<file path="config.mk">
export PLATFORM = sky130hd
export DESIGN_NAME = ntb_format
export DESIGN_NICKNAME = d
export VERILOG_FILES = /design/src/ntb_pkg.sv /design/src/ntb_sync.sv /design/src/ntb_format.sv
export SDC_FILE = /design/constraint.sdc
export NUM_CORES = 1
export LEC_CHECK = 0
export ABC_AREA = 1
export BUFFER_PORTS_ARGS = -buffer_cell sky130_fd_sc_hd__buf_2
export CAP_MARGIN = 20
export CORE_ASPECT_RATIO = 0.9
export CORE_UTILIZATION = 30
export CTS_CLUSTER_DIAMETER = 150
export DETAILED_ROUTE_END_ITERATION = 8
export HOLD_SLACK_MARGIN = 0.03
export PLACE_DENSITY_LB_ADDON = 0.08
export SETUP_SLACK_MARGIN = 0.5
export SLEW_MARGIN = 20
export SYNTH_ARGS = -nofsm -noshare
export SYNTH_HDL_FRONTEND = slang
export SYNTH_HIERARCHICAL = 1
export SYNTH_SLANG_ARGS = --single-unit
</file>
<file path="constraint.sdc">
create_clock -name pclk -period 1.8 [get_ports pclk]
set_clock_uncertainty 0.05 [all_clocks]
set_input_delay 0.27 -clock pclk [delete_from_list [all_inputs] [get_ports pclk]]
set_output_delay 0.27 -clock pclk [all_outputs]
set_load 0.005 [all_outputs]
</file>
<file path="src/ntb_pkg.sv">
// Shared constants, types and helpers for the tape block formatter and checker
package ntb_pkg;

  // ********************************************************************
  // Timing
  // ********************************************************************
  localparam int CLK_KHZ = 100000;
  localparam int LP_PRE_MILS = 1700;
  localparam int LP_POST_MILS = 500;
  localparam int IBG7_MILS = 750;
  localparam int IBG9_MILS = 600;
  localparam int IBG_MAX_FEET = 25;
  localparam logic [3:0] CRC_CELLS = 4'h4;

  // ********************************************************************
  // Character values
  // ********************************************************************
  localparam logic [5:0] ZERO_CHAR = 6'h00;
  localparam logic [5:0] ZERO_SUB_CHAR = 6'h0A;
  localparam logic [8:0] ERASE_LEVEL = 9'h000;

  // ********************************************************************
  // Register map and fields
  // ********************************************************************
  localparam logic [7:0] ADDR_CTRL = 8'h00;
  localparam logic [7:0] ADDR_CMD = 8'h04;
  localparam logic [7:0] ADDR_STATUS = 8'h08;
  localparam logic [7:0] ADDR_RDDATA = 8'h0C;
  localparam int CMD_LOADPT = 0;
  localparam int CMD_GAP = 1;
  localparam int CMD_START = 2;
  localparam int CMD_END = 3;
  localparam int CMD_FMARK = 4;
  localparam logic [2:0] CTRL_RESET = 3'h0;

  typedef enum logic [2:0] {
    ST_IDLE = 3'b000,
    ST_LP_PRE = 3'b001,
    ST_LP_POST = 3'b010,
    ST_GAP = 3'b011,
    ST_DATA = 3'b100,
    ST_TAIL = 3'b101
  } ntb_state_type;

  // One character cell across all nine tracks, parity track on top
  typedef struct packed {
    logic par;
    logic [7:0] data;
  } ntb_frame_type;

  typedef struct packed {
    logic zsub;
    logic even;
    logic nine;
  } ntb_ctrl_type;

  typedef struct packed {
    logic rd_in_block;
    logic lp_short;
    logic crc_err;
    logic lrc_err;
    logic par_err;
    logic [2:0] state;
  } ntb_status_type;

  // Least time in mils at a tape speed, rounded up to whole clock cycles
  function automatic int mils_to_cyc(input int mils, input int ips);
    return (mils * CLK_KHZ + ips - 1) / ips;
  endfunction

endpackage

</file>
<file path="src/ntb_sync.sv">
// Two-stage synchroniser bank for inputs from outside the pclk domain
`timescale 1ns/10ps
module ntb_sync #(
  parameter int WIDTH = 1
) (
  input wire logic pclk,
  input wire logic presetn,
  input wire logic [WIDTH-1:0] async_in,
  output logic [WIDTH-1:0] sync_out
);

  logic [WIDTH-1:0] stage1;

  // First stage feeds only the second stage
  always_ff @(posedge pclk or negedge presetn) begin
    if (!presetn) begin
      stage1 <= '0;
      sync_out <= '0;
    end else begin
      stage1 <= async_in;
      sync_out <= stage1;
    end
  end

endmodule

</file>
<file path="src/ntb_format.sv">
// NRZI tape block formatter (write) and block checker (read) with APB registers
`timescale 1ns/10ps

// What this block does
// - Gaps hold head current at erased polarity
// - No read data output across erased gaps
// - Load point erase 1.7in before, 0.5in after
// - File mark is one character plus check
// - Six or eight data tracks plus parity
// - Write parity bit makes odd or even count
// - Read parity mismatch raises error line
// - Parity selectable on seven, odd on nine
// - Longitudinal check character ends every block
// - Longitudinal bit makes each track count even
// - Read flags any odd track count
// - Nine-track cyclic check four cells after data
// - Character codes pass through unchanged
// - Optional seven-track zero character recorded as 001010
// - Per-track toggle flip-flop on one bits
// - Read transition is one, none is zero
module ntb_format
  import ntb_pkg::*;
#(
  parameter int TAPE_IPS = 75,
  parameter int LP_PRE_CYC = mils_to_cyc(LP_PRE_MILS, TAPE_IPS),
  parameter int LP_POST_CYC = mils_to_cyc(LP_POST_MILS, TAPE_IPS),
  parameter int IBG7_CYC = mils_to_cyc(IBG7_MILS, TAPE_IPS),
  parameter int IBG9_CYC = mils_to_cyc(IBG9_MILS, TAPE_IPS),
  parameter int CELL_CYC = 1667,
  parameter logic [3:0] LRC_CELLS = 4'h8,
  parameter int RD_END_CYC = 1667 * 10,
  parameter logic [7:0] CRC_POLY = 8'h1D,
  parameter logic [7:0] FM_CHAR7 = 8'h0F,
  parameter logic [7:0] FM_CHAR9 = 8'h13
) (
  input wire logic pclk,
  input wire logic presetn,
  input wire logic psel,
  input wire logic penable,
  input wire logic pwrite,
  input wire logic [7:0] paddr,
  input wire logic [31:0] pwdata,
  output logic [31:0] prdata,
  output logic pready,
  output logic pslverr,
  input wire logic wr_clk,
  input wire logic [7:0] wr_data,
  input wire logic load_point_marker,
  output logic [8:0] head_wr,
  output logic head_wr_strobe,
  output logic write_gap,
  input wire logic rd_clk,
  input wire logic [8:0] rd_flux,
  output logic [7:0] rd_data,
  output logic rd_valid,
  output logic rd_error,
  output logic rd_in_gap,
  output logic [2:0] rd_check_err
);

  // ********************************************************************
  // Helpers
  // ********************************************************************

  // Build a written frame: mask to track count, substitute zero, add parity
  function automatic ntb_frame_type build_frame(input logic [7:0] din, input ntb_ctrl_type c);
    ntb_frame_type f;
    f.data = c.nine ? din : {2'b00, din[5:0]};
    if (!c.nine && c.zsub && f.data[5:0] == ZERO_CHAR) begin
      f.data = {2'b00, ZERO_SUB_CHAR};
    end
    f.par = (!c.nine && c.even) ? ^f.data : ~^f.data;
    return f;
  endfunction

  // One byte step of the cyclic check register
  function automatic logic [7:0] crc_step(input logic [7:0] crc, input logic [7:0] d);
    logic [7:0] x;
    x = crc ^ d;
    return x[7] ? ({x[6:0], 1'b0} ^ CRC_POLY) : {x[6:0], 1'b0};
  endfunction

  // ********************************************************************
  // Input synchronisers and edges
  // ********************************************************************
  logic [19:0] pins_s;
  logic wr_clk_s, marker_s, rd_clk_s;
  logic [7:0] wr_data_s;
  logic [8:0] flux_s;
  logic wr_clk_d, marker_d, rd_clk_d;
  logic wr_clk_rise, marker_fall, rd_clk_rise;

  ntb_sync #(.WIDTH(20)) u_sync (
    .pclk(pclk),
    .presetn(presetn),
    .async_in({wr_clk, wr_data, load_point_marker, rd_clk, rd_flux}),
    .sync_out(pins_s)
  );

  assign {wr_clk_s, wr_data_s, marker_s, rd_clk_s, flux_s} = pins_s;

  // Edge history taken from the second stage only
  always_ff @(posedge pclk or negedge presetn) begin
    if (!presetn) begin
      wr_clk_d <= 1'b0;
      marker_d <= 1'b0;
      rd_clk_d <= 1'b0;
    end else begin
      wr_clk_d <= wr_clk_s;
      marker_d <= marker_s;
      rd_clk_d <= rd_clk_s;
    end
  end

  assign wr_clk_rise = wr_clk_s & ~wr_clk_d;
  assign marker_fall = ~marker_s & marker_d;
  assign rd_clk_rise = rd_clk_s & ~rd_clk_d;

  // ********************************************************************
  // APB slave
  // ********************************************************************
  ntb_ctrl_type ctrl;
  ntb_status_type status;
  ntb_state_type state;
  logic mapped, wr_acc;
  logic [4:0] cmd;
  logic par_err, lrc_err, crc_err, lp_short, rd_in_block;

  assign mapped = (paddr == ADDR_CTRL) || (paddr == ADDR_CMD) ||
                  (paddr == ADDR_STATUS) || (paddr == ADDR_RDDATA);
  assign wr_acc = psel & penable & pwrite & mapped;
  assign cmd = (wr_acc && paddr == ADDR_CMD) ? pwdata[4:0] : 5'h00;
  assign pready = 1'b1;
  assign pslverr = psel & penable & ~mapped;
  assign status = '{rd_in_block: rd_in_block, lp_short: lp_short, crc_err: crc_err,
                    lrc_err: lrc_err, par_err: par_err, state: state};

  // Control register write
  always_ff @(posedge pclk or negedge presetn) begin
    if (!presetn) begin
      ctrl <= CTRL_RESET;
    end else if (wr_acc && paddr == ADDR_CTRL) begin
      ctrl <= pwdata[2:0];
    end
  end

  // Read data registered in the setup cycle so it stands through the access
  always_ff @(posedge pclk or negedge presetn) begin
    if (!presetn) begin
      prdata <= 32'h0000_0000;
    end else if (psel && !penable && !pwrite) begin
      unique case (paddr)
        ADDR_CTRL: prdata <= {29'h0, ctrl};
        ADDR_STATUS: prdata <= {24'h0, status};
        ADDR_RDDATA: prdata <= {24'h0, rd_data};
        default: prdata <= 32'h0000_0000;
      endcase
    end
  end

  // ********************************************************************
  // Write sequencer
  // ********************************************************************
  logic [31:0] gap_cnt;
  logic [31:0] cell_cnt;
  logic [3:0] cell_idx, next_cell;
  logic cell_tick, fm_block, in_gap;
  logic emit_go, emit_fold, emit_lrc;
  ntb_frame_type emit_frame;
  logic [8:0] lrc_wr;
  logic [7:0] crc_wr;
  logic [31:0] ibg_cyc;

  assign in_gap = (state == ST_LP_PRE) || (state == ST_LP_POST) || (state == ST_GAP);
  assign ibg_cyc = ctrl.nine ? 32'(IBG9_CYC) : 32'(IBG7_CYC);
  assign cell_tick = (state == ST_TAIL) && (cell_cnt == 32'(CELL_CYC - 1));
  assign next_cell = cell_idx + 4'h1;

  // Pick the one character, if any, recorded this cycle
  always_comb begin
    emit_go = 1'b0;
    emit_fold = 1'b0;
    emit_lrc = 1'b0;
    emit_frame = '0;
    if (state == ST_DATA && wr_clk_rise) begin
      emit_go = 1'b1;
      emit_fold = 1'b1;
      emit_frame = build_frame(wr_data_s, ctrl);
    end else if (state == ST_IDLE && cmd[CMD_FMARK]) begin
      emit_go = 1'b1;
      emit_fold = 1'b1;
      emit_frame = build_frame(ctrl.nine ? FM_CHAR9 : FM_CHAR7, ctrl);
    end else if (cell_tick && next_cell == CRC_CELLS && ctrl.nine && !fm_block) begin
      emit_go = 1'b1;
      emit_fold = 1'b1;
      emit_frame = build_frame(crc_wr, ctrl);
    end else if (cell_tick && next_cell == LRC_CELLS) begin
      emit_go = 1'b1;
      emit_lrc = 1'b1;
      emit_frame = lrc_wr;
    end
  end

  // Sequencer state; commands other than end are taken only when idle
  always_ff @(posedge pclk or negedge presetn) begin
    if (!presetn) begin
      state <= ST_IDLE;
    end else begin
      unique case (state)
        ST_IDLE: begin
          if (cmd[CMD_LOADPT]) state <= ST_LP_PRE;
          else if (cmd[CMD_GAP]) state <= ST_GAP;
          else if (cmd[CMD_START]) state <= ST_DATA;
          else if (cmd[CMD_FMARK]) state <= ST_TAIL;
        end
        ST_LP_PRE: if (marker_fall) state <= ST_LP_POST;
        ST_LP_POST: if (gap_cnt >= 32'(LP_POST_CYC - 1)) state <= ST_IDLE;
        ST_GAP: if (gap_cnt >= ibg_cyc - 32'h1) state <= ST_IDLE;
        ST_DATA: if (cmd[CMD_END]) state <= ST_TAIL;
        ST_TAIL: if (emit_lrc) state <= ST_IDLE;
        default: state <= ST_IDLE;
      endcase
    end
  end

  // Gap length counter, restarted on every gap entry and at the marker edge
  always_ff @(posedge pclk or negedge presetn) begin
    if (!presetn) begin
      gap_cnt <= 32'h0000_0000;
    end else if (!in_gap || (state == ST_LP_PRE && marker_fall)) begin
      gap_cnt <= 32'h0000_0000;
    end else if (gap_cnt != 32'hFFFF_FFFF) begin
      gap_cnt <= gap_cnt + 32'h1;
    end
  end

  // Flag a load point erase that began too late before the marker edge
  always_ff @(posedge pclk or negedge presetn) begin
    if (!presetn) begin
      lp_short <= 1'b0;
    end else begin
      lp_short <= (lp_short & ~(state == ST_IDLE && cmd[CMD_LOADPT])) |
                  (state == ST_LP_PRE && marker_fall && gap_cnt < 32'(LP_PRE_CYC));
    end
  end

  // Character cell timer after the last data character
  always_ff @(posedge pclk or negedge presetn) begin
    if (!presetn) begin
      cell_cnt <= 32'h0000_0000;
      cell_idx <= 4'h0;
    end else if (state != ST_TAIL) begin
      cell_cnt <= 32'h0000_0000;
      cell_idx <= 4'h0;
    end else if (cell_tick) begin
      cell_cnt <= 32'h0000_0000;
      cell_idx <= next_cell;
    end else begin
      cell_cnt <= cell_cnt + 32'h1;
    end
  end

  // Block-wide check accumulators, reset once per block, not per record
  always_ff @(posedge pclk or negedge presetn) begin
    if (!presetn) begin
      lrc_wr <= 9'h000;
      crc_wr <= 8'h00;
      fm_block <= 1'b0;
    end else if (state == ST_IDLE && (cmd[CMD_START] || cmd[CMD_FMARK])) begin
      lrc_wr <= emit_fold ? emit_frame : 9'h000;
      crc_wr <= 8'h00;
      fm_block <= cmd[CMD_FMARK];
    end else if (emit_fold) begin
      lrc_wr <= lrc_wr ^ emit_frame;
      crc_wr <= crc_step(crc_wr, emit_frame.data);
    end
  end

  // Head current: erased level in gaps, per-track toggle on ones otherwise
  always_ff @(posedge pclk or negedge presetn) begin
    if (!presetn) begin
      head_wr <= ERASE_LEVEL;
      head_wr_strobe <= 1'b0;
      write_gap <= 1'b0;
    end else begin
      head_wr_strobe <= emit_go;
      write_gap <= in_gap;
      if (in_gap) begin
        head_wr <= ERASE_LEVEL;
      end else if (emit_go) begin
        head_wr <= head_wr ^ emit_frame;
      end
    end
  end

  // ********************************************************************
  // Read checker
  // ********************************************************************
  logic [8:0] last_flux, rd_bits;
  logic rd_char, rd_start, rd_end, pend_par;
  logic [31:0] idle_cnt;
  logic [8:0] lrc_rd;
  logic [7:0] crc_rd, prev1, prev2;
  logic [1:0] rd_cnt;
  logic par_bad;

  assign rd_bits = flux_s ^ last_flux;
  assign rd_char = rd_clk_rise && (rd_bits != 9'h000);
  assign rd_start = rd_char && !rd_in_block;
  assign rd_end = rd_in_block && !rd_char && (idle_cnt >= 32'(RD_END_CYC - 1));
  assign par_bad = (!ctrl.nine && ctrl.even) ? ^rd_bits : ~^rd_bits;
  assign rd_in_gap = ~rd_in_block;
  assign rd_check_err = {crc_err, lrc_err, par_err};

  // Flux history and block presence; a long quiet spell ends the block
  always_ff @(posedge pclk or negedge presetn) begin
    if (!presetn) begin
      last_flux <= 9'h000;
      rd_in_block <= 1'b0;
      idle_cnt <= 32'h0000_0000;
    end else begin
      if (rd_clk_rise) last_flux <= flux_s;
      if (rd_char) begin
        rd_in_block <= 1'b1;
        idle_cnt <= 32'h0000_0000;
      end else if (rd_end) begin
        rd_in_block <= 1'b0;
      end else if (rd_in_block) begin
        idle_cnt <= idle_cnt + 32'h1;
      end
    end
  end

  // Data out only for real characters, never while crossing a gap
  always_ff @(posedge pclk or negedge presetn) begin
    if (!presetn) begin
      rd_data <= 8'h00;
      rd_valid <= 1'b0;
    end else begin
      rd_valid <= rd_char;
      if (rd_char) rd_data <= ctrl.nine ? rd_bits[7:0] : {2'b00, rd_bits[5:0]};
    end
  end

  // Running checks; the last character is the longitudinal one and skips parity
  always_ff @(posedge pclk or negedge presetn) begin
    if (!presetn) begin
      lrc_rd <= 9'h000;
      crc_rd <= 8'h00;
      prev1 <= 8'h00;
      prev2 <= 8'h00;
      rd_cnt <= 2'h0;
      pend_par <= 1'b0;
    end else if (rd_start) begin
      lrc_rd <= rd_bits;
      crc_rd <= 8'h00;
      prev1 <= rd_bits[7:0];
      prev2 <= 8'h00;
      rd_cnt <= 2'h1;
      pend_par <= par_bad;
    end else if (rd_char) begin
      lrc_rd <= lrc_rd ^ rd_bits;
      if (rd_cnt == 2'h2) crc_rd <= crc_step(crc_rd, prev2);
      prev2 <= prev1;
      prev1 <= rd_bits[7:0];
      if (rd_cnt != 2'h2) rd_cnt <= rd_cnt + 2'h1;
      pend_par <= par_bad;
    end
  end

  // Sticky error flags; a new block clears them and none can be set in that cycle
  always_ff @(posedge pclk or negedge presetn) begin
    if (!presetn) begin
      par_err <= 1'b0;
      lrc_err <= 1'b0;
      crc_err <= 1'b0;
      rd_error <= 1'b0;
    end else begin
      rd_error <= rd_char && !rd_start && pend_par;
      par_err <= (par_err & ~rd_start) | (rd_char && !rd_start && pend_par);
      lrc_err <= (lrc_err & ~rd_start) | (rd_end && lrc_rd != 9'h000);
      crc_err <= (crc_err & ~rd_start) |
                 (rd_end && ctrl.nine && rd_cnt == 2'h2 && crc_rd != prev2);
    end
  end

endmodule

</file>
==> impl_results.md <==
- Status: finished with violations
- Violated checks: setup timing
- Seq/Total Area, Yosys: 49.28%
- Hold path start: pwdata[4]
- Final hold vios: 0
- Worst r2r path cells: 12
- Layout cells sized above 1: 46.86%
- DP Area: 0.01584 sq mm
- Post-route cell area: 0.01998 sq mm
- Area Growth Syn to Fin: 59.93%
- Rows: 70
- Unrepaired setup endpoints after global routing: true
- Synth Area in Adders: 2.404%
- Mux cell area share after synthesis: 0.8113%
- Synth warn: 6
- XOR/XNOR share of the synthesized area: 5.609%
- Setup WS post-layout: -0.2352 ns
- GRT Total Usage: 17.82%
- Hold Crit Class: in -> reg
- Worst setup path class: reg -> reg
- Largest area contributor in the netlist: dfrtp_1
- Leakage Power: 9.339 nW
- Worst path bufs/invs: 3
- Reg clk slew, reported paths: 0.07 ns
- Clk root buf: clkbuf_16
- Drt wl/cell: 15.13 microns
- Skew-Pair Late Insertion Delay: 0.57 ns
- Seq cells post-synth: 246
- Compound-gate portion of the synthesized area: 8.754%
- Pre-CTS setup slack: -0.3131 ns
- Final core utilization: 48.95%
- Asr flop ratio synth: 100.0%
- DRT Pass-1 Iters: 4
- Post-DRT Antenna Nets: 0
- Pin count of the biggest net entering global routing: 49
- Vias post-DR: 11360
- # clock sinks: 246
- Routability Congestion: 0.8445
- CTS H-tree lvls: 1
- CTS max path bufs: 3
- Yosys cell types: 53
- Critical path required time: 2.19 ns
- Synth top area cells: dfrtp_1 (49%), nand2_1 (8.1%), inv_1 (5.6%), nor2_1 (4.9%), o21ai_0 (4.1%)
- Starting Density: 30.61%
- DIE AREA: 0.04246 sq mm
- First-pass GRT wire length: 60670 microns
- PortBufs: 71
- Die Y: 195.6 microns
- Worst r2r dst: crc_wr[7]
- R2R Path Start: cell_cnt[2]
- # placed instances: 2324
- Min Hold Slack: 0.1079 ns
- CP Max Fanout: 6
- Peak VDD IR: 0.7311 mV
- Vias in the first global route: 11470
- Post-DR vias/cell: 4.516
- Cell Area, Synth: 0.01249 sq mm
- # IOs: 124
- Crit path max-delay cell type: dfrtp_1
- CTS tree: built
- WP data arrival: 2.43 ns
- Syn_area_per_cell: 8.463 sq um
- Mapped Cells: 1476
- Most frequent cells in the layout: buf_4 (282), dfrtp_1 (238), nand2_1 (190), inv_1 (157), nor2_1 (117)
- Multi-input logic area: 0.007258 sq mm
- Post-Synth Simple-Gate Area: 24.47%
- Sequential cell area: 0.006166 sq mm
- Pins over their slew limit: 0
- Post-Layout Cell Count: 2516
- TritonCTS buffer count: 28
- Overflow after GRT: 0
- Fmax: 491.3 MHz
- CP cell instances: nor2_1 > nand3_1 > nor2_1 > nand2_2 > nor2_4 > and3_4 > inv_8 > buf_12 > nand2_8 > nor2_4 > inv_2 > o22ai_2
- CP Capture Type: flip-flop
- # Max-Cap Violations: 0
- Pwr dens: 977.3 mW/mm^2
- Die W: 217.1 microns
- HPWL Detailed: 26630 microns
- R2r setup slk: -0.24 ns
- Most common cell after layout, fill and taps aside: buf_4
- Final wirelength: 38060 microns
- Final period util: 113.1%
- Worst Hold Endpoint: fm_block
- Largest family of logic cells by synthesized area: simple AND/OR/NAND/NOR gates
- Min cycle time layout: 2.035 ns
- DRC: 0
- Top cell type's share of synthesized area: 49.28%
- Antenna violations before repair: 1
- Hold path cells: 4
- Final Setup Violations: 150
- Core Region: 0.04081 sq mm
- Starting DRT DRC Count: 508
- Fillers: 3917
- CP Launch Type: flip-flop
- Post-synth EDFFs: 0
- Crit path max-delay family: simple AND/OR/NAND/NOR gates
- Final nets: 2042
- Top_reg_cell synth: dfrtp_1
- CP max stage delay: 0.43 ns
==> synthesized netlist by cell type (all sizes together) (10+ instances only) <==
master  count
nand2     280
dfrtp     246
inv       203
nor2      184
o21ai     105
nand3      94
xor2       55
a21oi      50
buf        43
nand4      39
nor3       35
xnor2      25
ha         24
nor4       18
o22ai      10
o31ai      10
==> where the power goes <==
group / internal (mW) / switching [mW] / total (mW)
Combinational: 3.02 / 3.43 / 6.45
Sequential: 6.30 / 0.574 / 6.87
Clock: 3.74 / 2.46 / 6.20
Total: 13.1 / 6.47 / 19.5
==> logic make-up (layout without fill, tap and decap cells) <==
family | Yosys count | in the layout
AOI/OAI and AO/OA | 196 | 196
DFF | 246 | 246
and+or+nand+nor | 666 | 668
muxes | 9 | 9
other | 2 | 27
xor gates and xnor gates | 80 | 80
adders and majority gates | 24 | 24
buffers and inverters | 253 | 726
==> sequential cells by signal, summed over array words and instances (netlist names), 4 cells and up <==
| register | cells |
|---|---|
| cell_cnt | 32 |
| cell_idx | 4 |
| crc_rd | 8 |
| crc_wr | 8 |
| gap_cnt | 32 |
| head_wr | 9 |
| idle_cnt | 32 |
| last_flux | 9 |
| lrc_rd | 9 |
| lrc_wr | 9 |
| prdata | 8 |
| prev1 | 8 |
| prev2 | 8 |
| rd_data | 8 |
| u_sync/stage1 | 20 |
| u_sync/sync_out | 20 |
==> worst max path at each step <==
| stage | endpoint | start | slack (ns) | cells past startpoint |
|---|---|---|---|---|
| 2_1_floorplan | gap_cnt[27] | gap_cnt[1] | -0.08 | 16 |
| 3_3_place_gp | crc_wr[5] | cell_cnt[0] | -0.28 | 13 |
| 3_5_place_dp | crc_wr[1] | cell_cnt[0] | -0.31 | 13 |
| 4_1_cts | cell_cnt[24] | cell_cnt[1] | -0.25 | 14 |
| 5_1_grt | crc_wr[2] | cell_cnt[2] | -0.42 | 13 |
| 6_report | crc_wr[7] | cell_cnt[2] | -0.24 | 12 |
==> per-layer routing <==
layer	up-vias	track usage [%]	share of wire (%)
met5	-	0	0
met4	0	4.199	2.0
met3	46	2.430	2.5
met2	114	29.30	48
met1	5490	24.70	47
li1	5713	-	-
==> metrics by stage <==
| stage | total power [mW] | TNS, ns |
|---|---|---|
| 6_report | 19.52 | -17.12 |
| 5_1_grt | 20.63 | -35.27 |
| 4_1_cts | 18.90 | -20.46 |
| 3_5_place_dp | 11.79 | -19.67 |
| 3_3_place_gp | 11.77 | -17.45 |
| 2_1_floorplan | 9.759 | -1.136 |
==> timing repair <==
item                                   CTS  global route
gates cloned                             7             3
pin swaps                               74            98
hold buffers                            24             0
endpoints found under the hold margin  269             0
setup endpoints to repair              226           226
gates resized for setup                260           239
buffers inserted                        65            40
==> tightest hold or removal path: stages <==
cell	delay (ns)
buf_2	0.12
nand3_2	0.11
buf_4	0.12
o21ai_1	0.05
==> final cells by class <==
class                      instances  area share (%)
timing repair buffer             471           20.17
clock inverter                    14          0.8893
sequential                       246           30.86
clock buffer                      37           4.083
tap                              540           3.382
timing repair inverter             1         0.03131
multi-input combinational       1002           36.33
inverter                         203           4.227
antenna                            2         0.02505
(Power assumes the default switching activity.)
